## src/pkg/ind_ctrl_consts.svh

```systemverilog
// offsets, field positions, reset values and timing of the indicator block
// assumes inclusion by bare name from the design file
`ifndef IND_CTRL_CONSTS_SVH
`define IND_CTRL_CONSTS_SVH
// register indices; the byte address is four times the index
`define IND_SRC_IDX 10'h016
`define IND_TIM_IDX 10'h018
`define IND_POL_IDX 10'h019
`define IND_STAT_IDX 10'h01a
// reset values and writable masks
`define IND_SRC_RST 16'h4a44
`define IND_TIM_RST 16'h4205
`define IND_TIM_WMASK 16'h7fff
`define IND_POL_RST 16'h0000
`define IND_POL_WMASK 16'h7000
// field positions
`define SRC2_LSB 8
`define SRC1_LSB 4
`define SRC0_LSB 0
`define STRETCH_LSB 12
`define BLINK_LSB 9
`define SPD2_LSB 6
`define SPD1_LSB 3
`define SPD0_LSB 0
`define POL_LSB 12
// source and speed codes
`define SRC_IRQ_OR_COLB 4'he
`define SRC_OFF 4'hf
`define SPD_TEN 3'h0
`define SPD_HUNDRED 3'h5
// timing
`define CLK_NS 25
`define MS_NS 1000000
`define STRETCH_BASE_MS 21
`endif

```

## src/pkg/ind_ctrl_pkg.sv

```systemverilog
// types shared by the indicator block and its bench
// assumes the constants header sits beside it
package ind_ctrl_pkg;
    // line conditions reported by the transceiver core
    typedef struct packed {
        logic link_up;
        logic speed_100;
        logic full_duplex;
        logic collision;
        logic rx_error;
        logic tx_active;
        logic rx_active;
        logic irq;
    } line_state_type;
    // conditions after stretching, as the source selector sees them
    typedef struct packed {
        logic coll;
        logic err;
        logic dup;
        logic link;
        logic tx;
        logic rx;
        logic irq;
        logic blink;
    } cond_type;
endpackage

```

## src/ind_ctrl.sv

```systemverilog
// indicator drive logic: source select, stretch, blink, speed, polarity
// assumes line conditions synchronous to pclk and an apb master
//
// Summary of operation
// RQ1 - output two picks its source from bits 11:8, interrupt on code 1110
// RQ2 - output one uses bits 7:4, same codes, no interrupt source
// RQ3 - output zero uses bits 3:0; 1110 blinks collision; no act, link/rx
// RQ4 - source code 1111 holds the output inactive always
// RQ5 - bits 14:12 stretch short events; 000 off, 001..111 doubling from 21ms
// RQ6 - bits 11:9 pick blink period 42..670 ms; codes above 100 reserved
// RQ7 - per output speed field: 000 means 10 mbit link, 101 100 mbit
// RQ8 - outputs are active low unless their inversion bit is set
// RQ9 - blinking sources toggle at blink period while present, else inactive
`include "ind_ctrl_consts.svh"
`timescale 1ns/1ps
`default_nettype none
module ind_ctrl
    import ind_ctrl_pkg::*;
#(
    parameter int MS_CYCLES = `MS_NS / `CLK_NS
) (
    // apb slave
    input wire logic pclk,
    input wire logic presetn,
    input wire logic psel,
    input wire logic penable,
    input wire logic pwrite,
    input wire logic [11:0] paddr,
    input wire logic [31:0] pwdata,
    output logic [31:0] prdata,
    output logic pready,
    output logic pslverr,
    // line conditions
    input wire line_state_type line_st,
    // lamp pins
    output logic [2:0] ind_pin
);

    ////////////////////////////////////////////////////////////////////////
    // declarations
    logic [15:0] src_r;
    logic [15:0] tim_r;
    logic [15:0] pol_r;
    logic [31:0] prdata_r;
    logic pready_r;
    logic pslverr_r;
    logic [2:0] pin_r;
    logic [2:0] act_r;
    logic [2:0] act_nxt;
    logic [15:0] ms_cnt_r;
    logic ms_tick_r;
    logic [8:0] blink_cnt_r;
    logic blink_r;
    logic [11:0] str_cnt_r [4];
    logic [3:0] ev;
    logic [3:0] ev_str;
    logic [2:0] stretch_code;
    logic [2:0] blink_code;
    logic [2:0] inv;
    logic [9:0] idx;
    logic wr_en;
    cond_type cond;

    assign stretch_code = tim_r[`STRETCH_LSB +: 3];
    assign blink_code = tim_r[`BLINK_LSB +: 3];
    assign inv = pol_r[`POL_LSB +: 3];
    assign idx = paddr[11:2];
    assign wr_en = psel && penable && pready_r && pwrite;

    ////////////////////////////////////////////////////////////////////////
    // functions

    // stretch reload in ms ticks for a code; one tick more than the shortest
    // hold, since the first tick after the event may come at once and would
    // otherwise cut the hold below the lower bound of its range
    function automatic logic [11:0] stretch_ms(input logic [2:0] code);
        logic [11:0] base;
        base = 12'(`STRETCH_BASE_MS);
        if (code == 3'h0) begin
            stretch_ms = 12'h000;
        end else begin
            stretch_ms = 12'(base << (code - 3'h1)) + 12'h001;
        end
    endfunction

    // half the blink period in ms; reserved codes fall back to 42 ms, as code 001
    function automatic logic [8:0] blink_half_ms(input logic [2:0] code);
        case (code)
            3'h0: blink_half_ms = 9'h015;
            3'h1: blink_half_ms = 9'h02a;
            3'h2: blink_half_ms = 9'h055;
            3'h3: blink_half_ms = 9'h0aa;
            3'h4: blink_half_ms = 9'h14f;
            default: blink_half_ms = 9'h02a;
        endcase
    endfunction

    // speed qualification; reserved codes never light
    function automatic logic speed_ok(input logic [2:0] q,
                                      input logic link,
                                      input logic spd100);
        case (q)
            `SPD_TEN: speed_ok = link && !spd100; // [RQ7]
            `SPD_HUNDRED: speed_ok = link && spd100; // [RQ7]
            default: speed_ok = 1'b0;
        endcase
    endfunction

    // source decode shared by all three outputs
    function automatic logic src_on(input logic [3:0] code,
                                    input logic [1:0] outn,
                                    input cond_type c,
                                    input logic spd);
        case (code)
            4'h0: src_on = c.coll;
            4'h1: src_on = c.err;
            4'h2: src_on = c.dup;
            4'h3: src_on = c.dup || (c.coll && c.blink);
            4'h4: src_on = spd;
            4'h5: src_on = c.link;
            4'h6: src_on = c.tx;
            4'h7: src_on = c.rx;
            4'h8: src_on = (outn != 2'd0) && (c.tx || c.rx); // [RQ3]
            4'h9: src_on = (outn != 2'd0) && c.link &&
                           !(c.rx && c.blink); // [RQ3]
            4'ha: src_on = c.link && !((c.tx || c.rx) && c.blink);
            4'hb: src_on = (c.tx || c.rx) && c.blink; // [RQ9]
            4'hc: src_on = c.tx && c.blink; // [RQ9]
            4'hd: src_on = c.rx && c.blink; // [RQ9]
            `SRC_IRQ_OR_COLB: begin
                if (outn == 2'd2) begin
                    src_on = c.irq; // [RQ1]
                end else if (outn == 2'd0) begin
                    src_on = c.coll && c.blink; // [RQ3]
                end else begin
                    src_on = 1'b0; // [RQ2]
                end
            end
            `SRC_OFF: src_on = 1'b0; // [RQ4]
            default: src_on = 1'b0;
        endcase
    endfunction

    ////////////////////////////////////////////////////////////////////////
    // apb slave: zero wait states, answer registered in the setup cycle

    // ready rises for the access phase that follows every setup cycle
    always_ff @(posedge pclk or negedge presetn) begin
        if (!presetn) begin
            pready_r <= 1'b0;
            pslverr_r <= 1'b0;
            prdata_r <= 32'h0000_0000;
        end else begin
            pready_r <= psel && !penable;
            if (psel && !penable) begin
                pslverr_r <= 1'b0;
                case (idx)
                    `IND_SRC_IDX: prdata_r <= {16'h0000, src_r};
                    `IND_TIM_IDX: prdata_r <= {16'h0000, tim_r};
                    `IND_POL_IDX: prdata_r <= {16'h0000, pol_r};
                    `IND_STAT_IDX: prdata_r <= {26'h0, pin_r, act_r};
                    default: begin
                        prdata_r <= 32'h0000_0000;
                        pslverr_r <= 1'b1;
                    end
                endcase
            end
        end
    end

    // configuration registers; writes land at the end of the access phase
    always_ff @(posedge pclk or negedge presetn) begin
        if (!presetn) begin
            src_r <= `IND_SRC_RST;
            tim_r <= `IND_TIM_RST;
            pol_r <= `IND_POL_RST;
        end else if (wr_en) begin
            case (idx)
                `IND_SRC_IDX: src_r <= pwdata[15:0]; // [RQ1] [RQ2] [RQ3]
                `IND_TIM_IDX: tim_r <= pwdata[15:0] & `IND_TIM_WMASK;
                `IND_POL_IDX: pol_r <= pwdata[15:0] & `IND_POL_WMASK;
                default: ;
            endcase
        end
    end

    assign prdata = prdata_r;
    assign pready = pready_r;
    assign pslverr = pslverr_r;

    ////////////////////////////////////////////////////////////////////////
    // millisecond enable from the core clock
    always_ff @(posedge pclk or negedge presetn) begin
        if (!presetn) begin
            ms_cnt_r <= 16'h0000;
            ms_tick_r <= 1'b0;
        end else if (ms_cnt_r == 16'(MS_CYCLES - 1)) begin
            ms_cnt_r <= 16'h0000;
            ms_tick_r <= 1'b1;
        end else begin
            ms_cnt_r <= ms_cnt_r + 16'h0001;
            ms_tick_r <= 1'b0;
        end
    end

    // blink phase: toggles every half period, counted in ms ticks
    always_ff @(posedge pclk or negedge presetn) begin
        if (!presetn) begin
            blink_cnt_r <= 9'h000;
            blink_r <= 1'b0;
        end else if (ms_tick_r) begin
            if (blink_cnt_r >= blink_half_ms(blink_code) - 9'h001) begin
                blink_cnt_r <= 9'h000;
                blink_r <= !blink_r; // [RQ6]
            end else begin
                blink_cnt_r <= blink_cnt_r + 9'h001;
            end
        end
    end

    ////////////////////////////////////////////////////////////////////////
    // pulse stretch: each event reloads its counter while present; the
    // timer granularity of 1 ms keeps the hold inside the doubling range
    assign ev = {line_st.collision, line_st.rx_error,
                 line_st.tx_active, line_st.rx_active};

    always_ff @(posedge pclk or negedge presetn) begin
        if (!presetn) begin
            for (int i = 0; i < 4; i++) begin
                str_cnt_r[i] <= 12'h000;
            end
        end else begin
            for (int i = 0; i < 4; i++) begin
                if (ev[i]) begin
                    str_cnt_r[i] <= stretch_ms(stretch_code); // [RQ5]
                end else if (ms_tick_r && str_cnt_r[i] != 12'h000) begin
                    str_cnt_r[i] <= str_cnt_r[i] - 12'h001;
                end
            end
        end
    end

    always_comb begin
        for (int i = 0; i < 4; i++) begin
            ev_str[i] = ev[i] ||
                        (stretch_code != 3'h0 &&
                         str_cnt_r[i] != 12'h000); // [RQ5]
        end
    end

    ////////////////////////////////////////////////////////////////////////
    // source selection and pin drive
    always_comb begin
        cond.coll = ev_str[3];
        cond.err = ev_str[2];
        cond.tx = ev_str[1];
        cond.rx = ev_str[0];
        cond.dup = line_st.full_duplex;
        cond.link = line_st.link_up;
        cond.irq = line_st.irq;
        cond.blink = blink_r;
        act_nxt[2] = src_on(src_r[`SRC2_LSB +: 4], 2'd2, cond,
            speed_ok(tim_r[`SPD2_LSB +: 3], cond.link, line_st.speed_100));
        act_nxt[1] = src_on(src_r[`SRC1_LSB +: 4], 2'd1, cond,
            speed_ok(tim_r[`SPD1_LSB +: 3], cond.link, line_st.speed_100));
        act_nxt[0] = src_on(src_r[`SRC0_LSB +: 4], 2'd0, cond,
            speed_ok(tim_r[`SPD0_LSB +: 3], cond.link, line_st.speed_100));
    end

    // active level is low unless inverted; reset leaves the lamps dark
    always_ff @(posedge pclk or negedge presetn) begin
        if (!presetn) begin
            act_r <= 3'h0;
            pin_r <= 3'h7;
        end else begin
            act_r <= act_nxt;
            pin_r <= act_nxt ^ ~inv; // [RQ8]
        end
    end

    assign ind_pin = pin_r;
endmodule
`default_nettype wire

```

## config.mk

```make
export PLATFORM = sky130hd
export DESIGN_NAME = ind_ctrl
export DESIGN_NICKNAME = d
export VERILOG_FILES = /design/src/pkg/ind_ctrl_pkg.sv /design/src/ind_ctrl.sv
export VERILOG_INCLUDE_DIRS = /design/src /design/src/pkg
export SDC_FILE = /design/constraint.sdc
export NUM_CORES = 1
export LEC_CHECK = 0
export ABC_AREA = 1
export BUFFER_PORTS_ARGS = -buffer_cell sky130_fd_sc_hd__buf_4
export CORE_AREA = 5 5 152 154
export CTS_CLUSTER_DIAMETER = 40
export DETAILED_ROUTE_END_ITERATION = 8
export DIE_AREA = 0 0 157 159
export GPL_TIMING_DRIVEN = 1
export PLACE_DENSITY_LB_ADDON = 0.08
export SKIP_CTS_REPAIR_TIMING = 1
export SYNTH_ARGS = -nofsm -noshare
export SYNTH_HDL_FRONTEND = slang
export SYNTH_SLANG_ARGS = --single-unit
```

## constraint.sdc

```tcl
create_clock -name pclk -period 2.6 [get_ports pclk]
set_input_delay 0.39 -clock pclk [delete_from_list [all_inputs] [get_ports pclk]]
set_output_delay 0.39 -clock pclk [all_outputs]
set_load 0.02 [all_outputs]
```

==> results.json, run 1 <==
{
  "coreArea_um2": 21600,
  "cp-endpoint": "blink_r",
  "ant_nets": 0,
  "run_status": "finished, final reports clean",
  "dr_wl_met3_um": 801,
  "post-place-ws_ps": 43.4,
  "drt-met1-wl_mm": 10.9,
  "highest_layer": "met4",
  "dp_cells": 1419,
  "tightest_slew_ps": 787,
  "r2r_cells": 12,
  "synth_seq_cells": 133,
  "hold_violations": 0,
  "powerDensity_nw_per_um2": 555,
  "required_ps": 2880,
  "async_flop_share_pct": 100,
  "syn_to_final_growth_pct": 18.9,
  "grt_pass1_wl_mm": 36.2,
  "ys_seq_area_share_pct": 41.4,
  "critPathKind": "reg -> reg",
  "io_pins": 94,
  "crit_start": "tim_r[9]",
  "cts-buffers-inserted": 17,
  "report.final.slew_viol_count": 0,
  "setup_violations": 0,
  "grt_usage_pct": 18.0,
  "clk_path_buf_depth": 2,
  "yosys.area.top_type": "dfrtp_1",
  "route.met2.wl_mm": 9.71,
  "floorplan.initialDensity_pct": 37.5,
  "via_per_inst": 4.95,
  "fin_cells": 1457,
  "ys_top_cells_by_count": "nand2_1 (257), inv_1 (156), dfrtp_1 (121)",
  "clk_pin_slew_ps": 60,
  "drc": 0,
  "fin_skew_ps": 7.17,
  "die_w_um": 157,
  "drive_gt1_share_pct": 13.8,
  "critPathLaunchType": "register",
  "crit_arrival_ps": 2720,
  "die_area_um2": 25000,
  "rows": 54,
  "yosys_warnings": 0,
  "netlist_area_um2": 8080,
  "fmax_mhz": 410,
  "end_kind": "register",
  "overflow": 0,
  "htree_levels": 4,
  "crit_fanout": 4,
  "worstSkewPairLatency_ps": 420,
  "grt_max_degree": 53,
  "routed_wl_mm": 21.8,
  "finalWorstSetupSlack_ps": 163,
  "r2r_slack_ps": 160,
  "gp_congestion": 0.892,
  "synth-main-ff-cell": "dfrtp_1",
  "io_buffers": 59,
  "synth_area_leaders": "dfrtp_1 (37%), nand2_1 (12%), inv_1 (7.2%), nor2_1 (5.4%), o21ai_0 (4.3%)",
  "die_h_um": 159,
  "p_leak_uw": 0.00463,
  "syn_inst": 1083,
  "num-nets-final": 1243,
  "relSlewSlack_pct": 47.5,
  "antenna_found_initial": 0,
  "peakVddDrop_mv": 0.391,
  "numClockSinks": 133,
  "synth.most_common_cell": "nand2_1",
  "vias": 7213,
  "yosysUniqueCellTypes": 48,
  "synth_edf_count": 0,
  "hold_ws_ps": 217,
  "synth_area_per_cell_um2": 7.46,
  "drt_pass1_iterations": 5,
  "reg2reg_to": "blink_r",
  "maxCapViolations": 0,
  "synth_top_cell_area_share_pct": 37.5,
  "r2r-start": "tim_r[9]",
  "dp_hpwl_mm": 16.3,
  "avgRoutedWirePerCell_um": 14.9,
  "fin_crit_sh_pct": 93.7,
  "cts_tree": "yes",
  "fin_crit_ps": 2440,
  "first_iter_violations": 362,
  "grt_pass1_vias": 6992,
  "cts_root_buf": "clkbuf_16",
  "hold_class": "in -> reg"
}
## placed cells by master, fill, tap and decap left out, types with 9 or more instances in the layout
cell type and count:
a21oi_1 40, buf_4 81, clkbuf_16 17, conb_1 16
dfrtp_1 121, dfstp_2 12, ha_1 23, inv_1 155
nand2_1 257, nand3_1 59, nand4_1 18, nor2_1 116
nor2_2 10, nor3_1 16, nor4_1 9, o211ai_1 13
o21ai_0 70, o221ai_1 14, o22ai_1 14, o311ai_0 9
xor2_1 19
## layout make-up
type / count / area, um^2
inverters: 161 / 604
well taps: 280 / 350
flip-flops and latches: 133 / 3340
clock buffers: 20 / 467
repair buffers: 85 / 661
fillers: 2247 / 11900
clock inverters: 12 / 200
multi-input cells: 765 / 3980
diodes: 1 / 2.50
## critical path, stage by stage, from the launching register on
cell	delay, ps
dfstp_2	550
nor2_1	60
buf_4	150
ha_1	200
xnor2_1	130
ha_1	310
nand2_1	70
nor2_1	90
nand2_1	60
o211ai_1	250
nand2_1	160
buf_6	160
xnor2_1	110
## power breakdown
| group | switching (uW) | internal (uW) |
|---|---|---|
| Clock | 953 | 1780 |
| Combinational | 303 | 152 |
| Sequential | 30.0 | 2120 |
| Total | 1290 | 4050 |
## flip-flops by register name, indices dropped and copies added (netlist names), 3 cells and up
| signal | flops |
|---|---|
| ms_cnt_r | 16 |
| tim_r | 15 |
| ind_pin | 3 |
| src_r | 16 |
| blink_cnt_r | 9 |
| prdata | 16 |
| pol_r | 3 |
| str_cnt_r | 48 |
| act_r | 3 |
## worst min path at each step
stage | start | endpoint | slack (ps) | cells past startpoint
2_1_floorplan | presetn | act_r[0] | 90 | 0
3_3_place_gp | presetn | ms_cnt_r[11] | 380 | 1
3_5_place_dp | presetn | ms_cnt_r[12] | 380 | 1
4_1_cts | presetn | str_cnt_r[38] | -70 | 1
5_1_grt | pwdata[6] | src_r[6] | 230 | 3
6_report | pwdata[6] | src_r[6] | 220 | 3
## layer usage
metal	track usage [%]	vias up
met2	27.4	128
met4	5.40	0
met3	3.40	25
li1	-	3695
met5	0	-
met1	25.9	3365
## per-stage QoR
| step | total power, uW | setup TNS [ps] | utilization (%) | instance area (um^2) |
|---|---|---|---|---|
| 2_1_floorplan | 2470 | 0 | - | 8140 |
| 3_3_place_gp | 2640 | 0 | 41.3 | 8890 |
| 3_5_place_dp | 2640 | 0 | 41.3 | 8890 |
| 4_1_cts | 5410 | 0 | 44.3 | 9560 |
| 5_1_grt | 5560 | -0.325 | 44.6 | 9600 |
| 6_report | 5330 | 0 | 44.6 | 9610 |
## kinds of logic (layout without fill, tap and decap cells)
group / after synthesis / count (layout) / share of synthesized area [%]
AND/OR/NAND/NOR: 510 / 510 / 27.6
buffers and inverters: 200 / 278 / 10.1
AO/OA/AOI/OAI: 189 / 189 / 14.3
flip-flops: 133 / 133 / 41.4
XOR/XNOR: 27 / 27 / 2.93
adder cells (fa/ha/maj): 23 / 23 / 3.56
other: 1 / 17 / 0.0464
Power figures use the tool's default switching activity.
==> inputs of run 2 (changes only) <==
==> constraint.sdc (replaced) <==
create_clock -name pclk -period 3 [get_ports pclk]
set_input_delay 0.45 -clock pclk [delete_from_list [all_inputs] [get_ports pclk]]
set_output_delay 0.45 -clock pclk [all_outputs]
set_load 0.02 [all_outputs]
==> run 2 against run 1 <==
  * Clock power fell by 23%
  * Critical path type unchanged
  * Worst hold slack worse by 210 ps
  * Sequential share of layout area grew 0.80 points
  * Total power decreased by 19%
  * Via count shrank 1.6%
  * Worst setup slack better by 170 ps
  * Cell count is 1.2% lower
  * Largest cell class unchanged
  * Design area is 2.2% lower
  * Fmax fell by 8.7%
  * Die area did not move
  * Sequential cell count unchanged
==> results.json, run 2 (same netlist as run 1, synthesis figures left out) <==
{
  "run_status": "finished, final reports clean",
  "fin_crit_ps": 2670,
  "grtUsageMet1_pct": 25.3,
  "relSlewSlack_pct": 46.7,
  "tightest_slew_ps": 799,
  "end_kind": "register",
  "netSwitchingFraction_pct": 26.5,
  "finalSetupTns_ps": 0,
  "grt_usage_pct": 17.2,
  "grt_pass1_vias": 6636,
  "rows": 54,
  "syn_to_final_growth_pct": 16.2,
  "layout_common_cells": "nand2_1 (257), inv_1 (156), dfrtp_1 (121)",
  "clockPowerShare_pct": 48.2,
  "gp_congestion": 0.865,
  "die_area_um2": 25000,
  "cpMaxStageDelayCell": "dfrtp_1",
  "maxCapViolations": 0,
  "critPathLaunchType": "register",
  "report.final.slew_viol_count": 0,
  "worstSkewPairLatency_ps": 430,
  "cts_root_buf": "clkbuf_16",
  "ant_nets": 0,
  "dp_cells": 1408,
  "drc": 0,
  "fin_skew_ps": 6.70,
  "cpMostUsedCell": "nor2_1",
  "met2_usage_pct": 26.5,
  "r2r_slack_ps": 330,
  "peakVddDrop_mv": 0.356,
  "cts-buffers-inserted": 17,
  "io_pins": 94,
  "clk_pin_slew_ps": 60,
  "crit_fanout": 6,
  "rsz0062_at_grt": "no",
  "crit_arrival_ps": 2980,
  "insertedDiodeCount": 0,
  "antenna_found_initial": 0,
  "first_iter_violations": 455,
  "nFillCells": 2199,
  "vias": 7101,
  "routed_wl_mm": 21.2,
  "utilization_pct": 43.6,
  "avgRoutedWirePerCell_um": 14.7,
  "numClockSinks": 133,
  "power_frac_comb_pct": 8.9,
  "use_met3_pct": 2.72,
  "overflow": 0,
  "fmax_mhz": 375,
  "floorplan.initialDensity_pct": 37.5,
  "p_leak_uw": 0.00451,
  "fin_cells": 1440,
  "die_w_um": 157,
  "grt_pass1_wl_mm": 34.7,
  "setup_violations": 0,
  "hold_class": "in -> async",
  "largest_reg_flops": 48,
  "hold_ws_ps": 8.34,
  "pwr-share-seq_pct": 42.9,
  "num-nets-final": 1227,
  "htree_levels": 4,
  "path_cells": "nor2_1 -> nor2_1 -> ha_1 -> xnor2_1 -> ha_1 -> nand2_1 -> nor2_1 -> nand2_1 -> o211ai_1 -> nand2_1 -> inv_1 -> nor2_1",
  "drive_gt1_share_pct": 12.5,
  "grt_max_degree": 69,
  "required_ps": 3310,
  "drt_pass1_iterations": 5,
  "dp_hpwl_mm": 15.8,
  "mostFrequentLayoutCell": "nand2_1",
  "critPathKind": "reg -> reg",
  "coreArea_um2": 21600,
  "hold_violations": 0,
  "intPower_uw": 3190,
  "fin_crit_sh_pct": 88.9,
  "top_usage_layer": "met2",
  "crit_path_max_incr_delay_ps": 430,
  "io_buffers": 59,
  "via_per_inst": 4.93,
  "die_h_um": 159,
  "powerDensity_nw_per_um2": 462,
  "switchingPower_uw": 1150,
  "clk_path_buf_depth": 2,
  "cts_tree": "yes",
  "top_register": "str_cnt_r"
}
-- run 2: cell count changes in the layout (fill, tap and decap cells not counted), moves of 2 or more --
cell       delta
clkbuf_8      -3
inv_6         +2
clkinv_4      +2
buf_4        -14
bufinv_16     -3
-- run 2: final timing paths --
kind	start	endpoint	cells past startpoint
worst max-delay path	tim_r[11]	blink_cnt_r[7]	12
worst min-delay path	presetn	ms_cnt_r[11]	1
worst max register to register	tim_r[11]	blink_cnt_r[7]	12
worst min register to register	ms_cnt_r[0]	ms_cnt_r[0]	1
max in group asynchronous	presetn	tim_r[0]	2
min in group pclk	pwdata[6]	src_r[6]	3
-- run 2: cell type report --
type,count,area [um^2],share of cell area [%]
clock inverter,15,158,1.68
tap,280,350,3.73
sequential,133,3340,35.6
timing repair buffer,69,534,5.69
multi-input combinational,765,3980,42.3
inverter,161,604,6.43
clock buffer,17,425,4.53
-- run 2: metal layers --
layer | share of wire, % | vias up
li1 | - | 3667
met1 | 50 | 3287
met2 | 45 | 130
met3 | 3.5 | 17
met4 | 1.1 | 0
met5 | 0 | -
-- run 2: worst max-delay path: cells and delay by family (launching register included) --
family | cells | cell delay, ps
AOI/OAI and AO/OA | 1 | 250
xor gates and xnor gates | 1 | 130
adders and majority gates | 2 | 550
buffers and inverters | 1 | 220
DFF | 1 | 430
and+or+nand+nor | 7 | 990
-- run 2: through the flow --
step | power (uW) | cell area [um^2] | worst slack [ps]
2_1_floorplan | 2140 | 8140 | 710
3_3_place_gp | 2280 | 8810 | 312
3_5_place_dp | 2280 | 8810 | 289
4_1_cts | 4400 | 9390 | 275
5_1_grt | 4520 | 9390 | 48.7
6_report | 4340 | 9390 | 332
-- run 2: power groups by stage --
stage	Clock (uW)	Sequential, uW	Combinational [uW]
final	2090	1860	388
after global routing	2210	1860	446
after CTS	2150	1860	393
after detailed placement	0	1890	391
after global placement	0	1890	391
after floorplan	0	1890	251
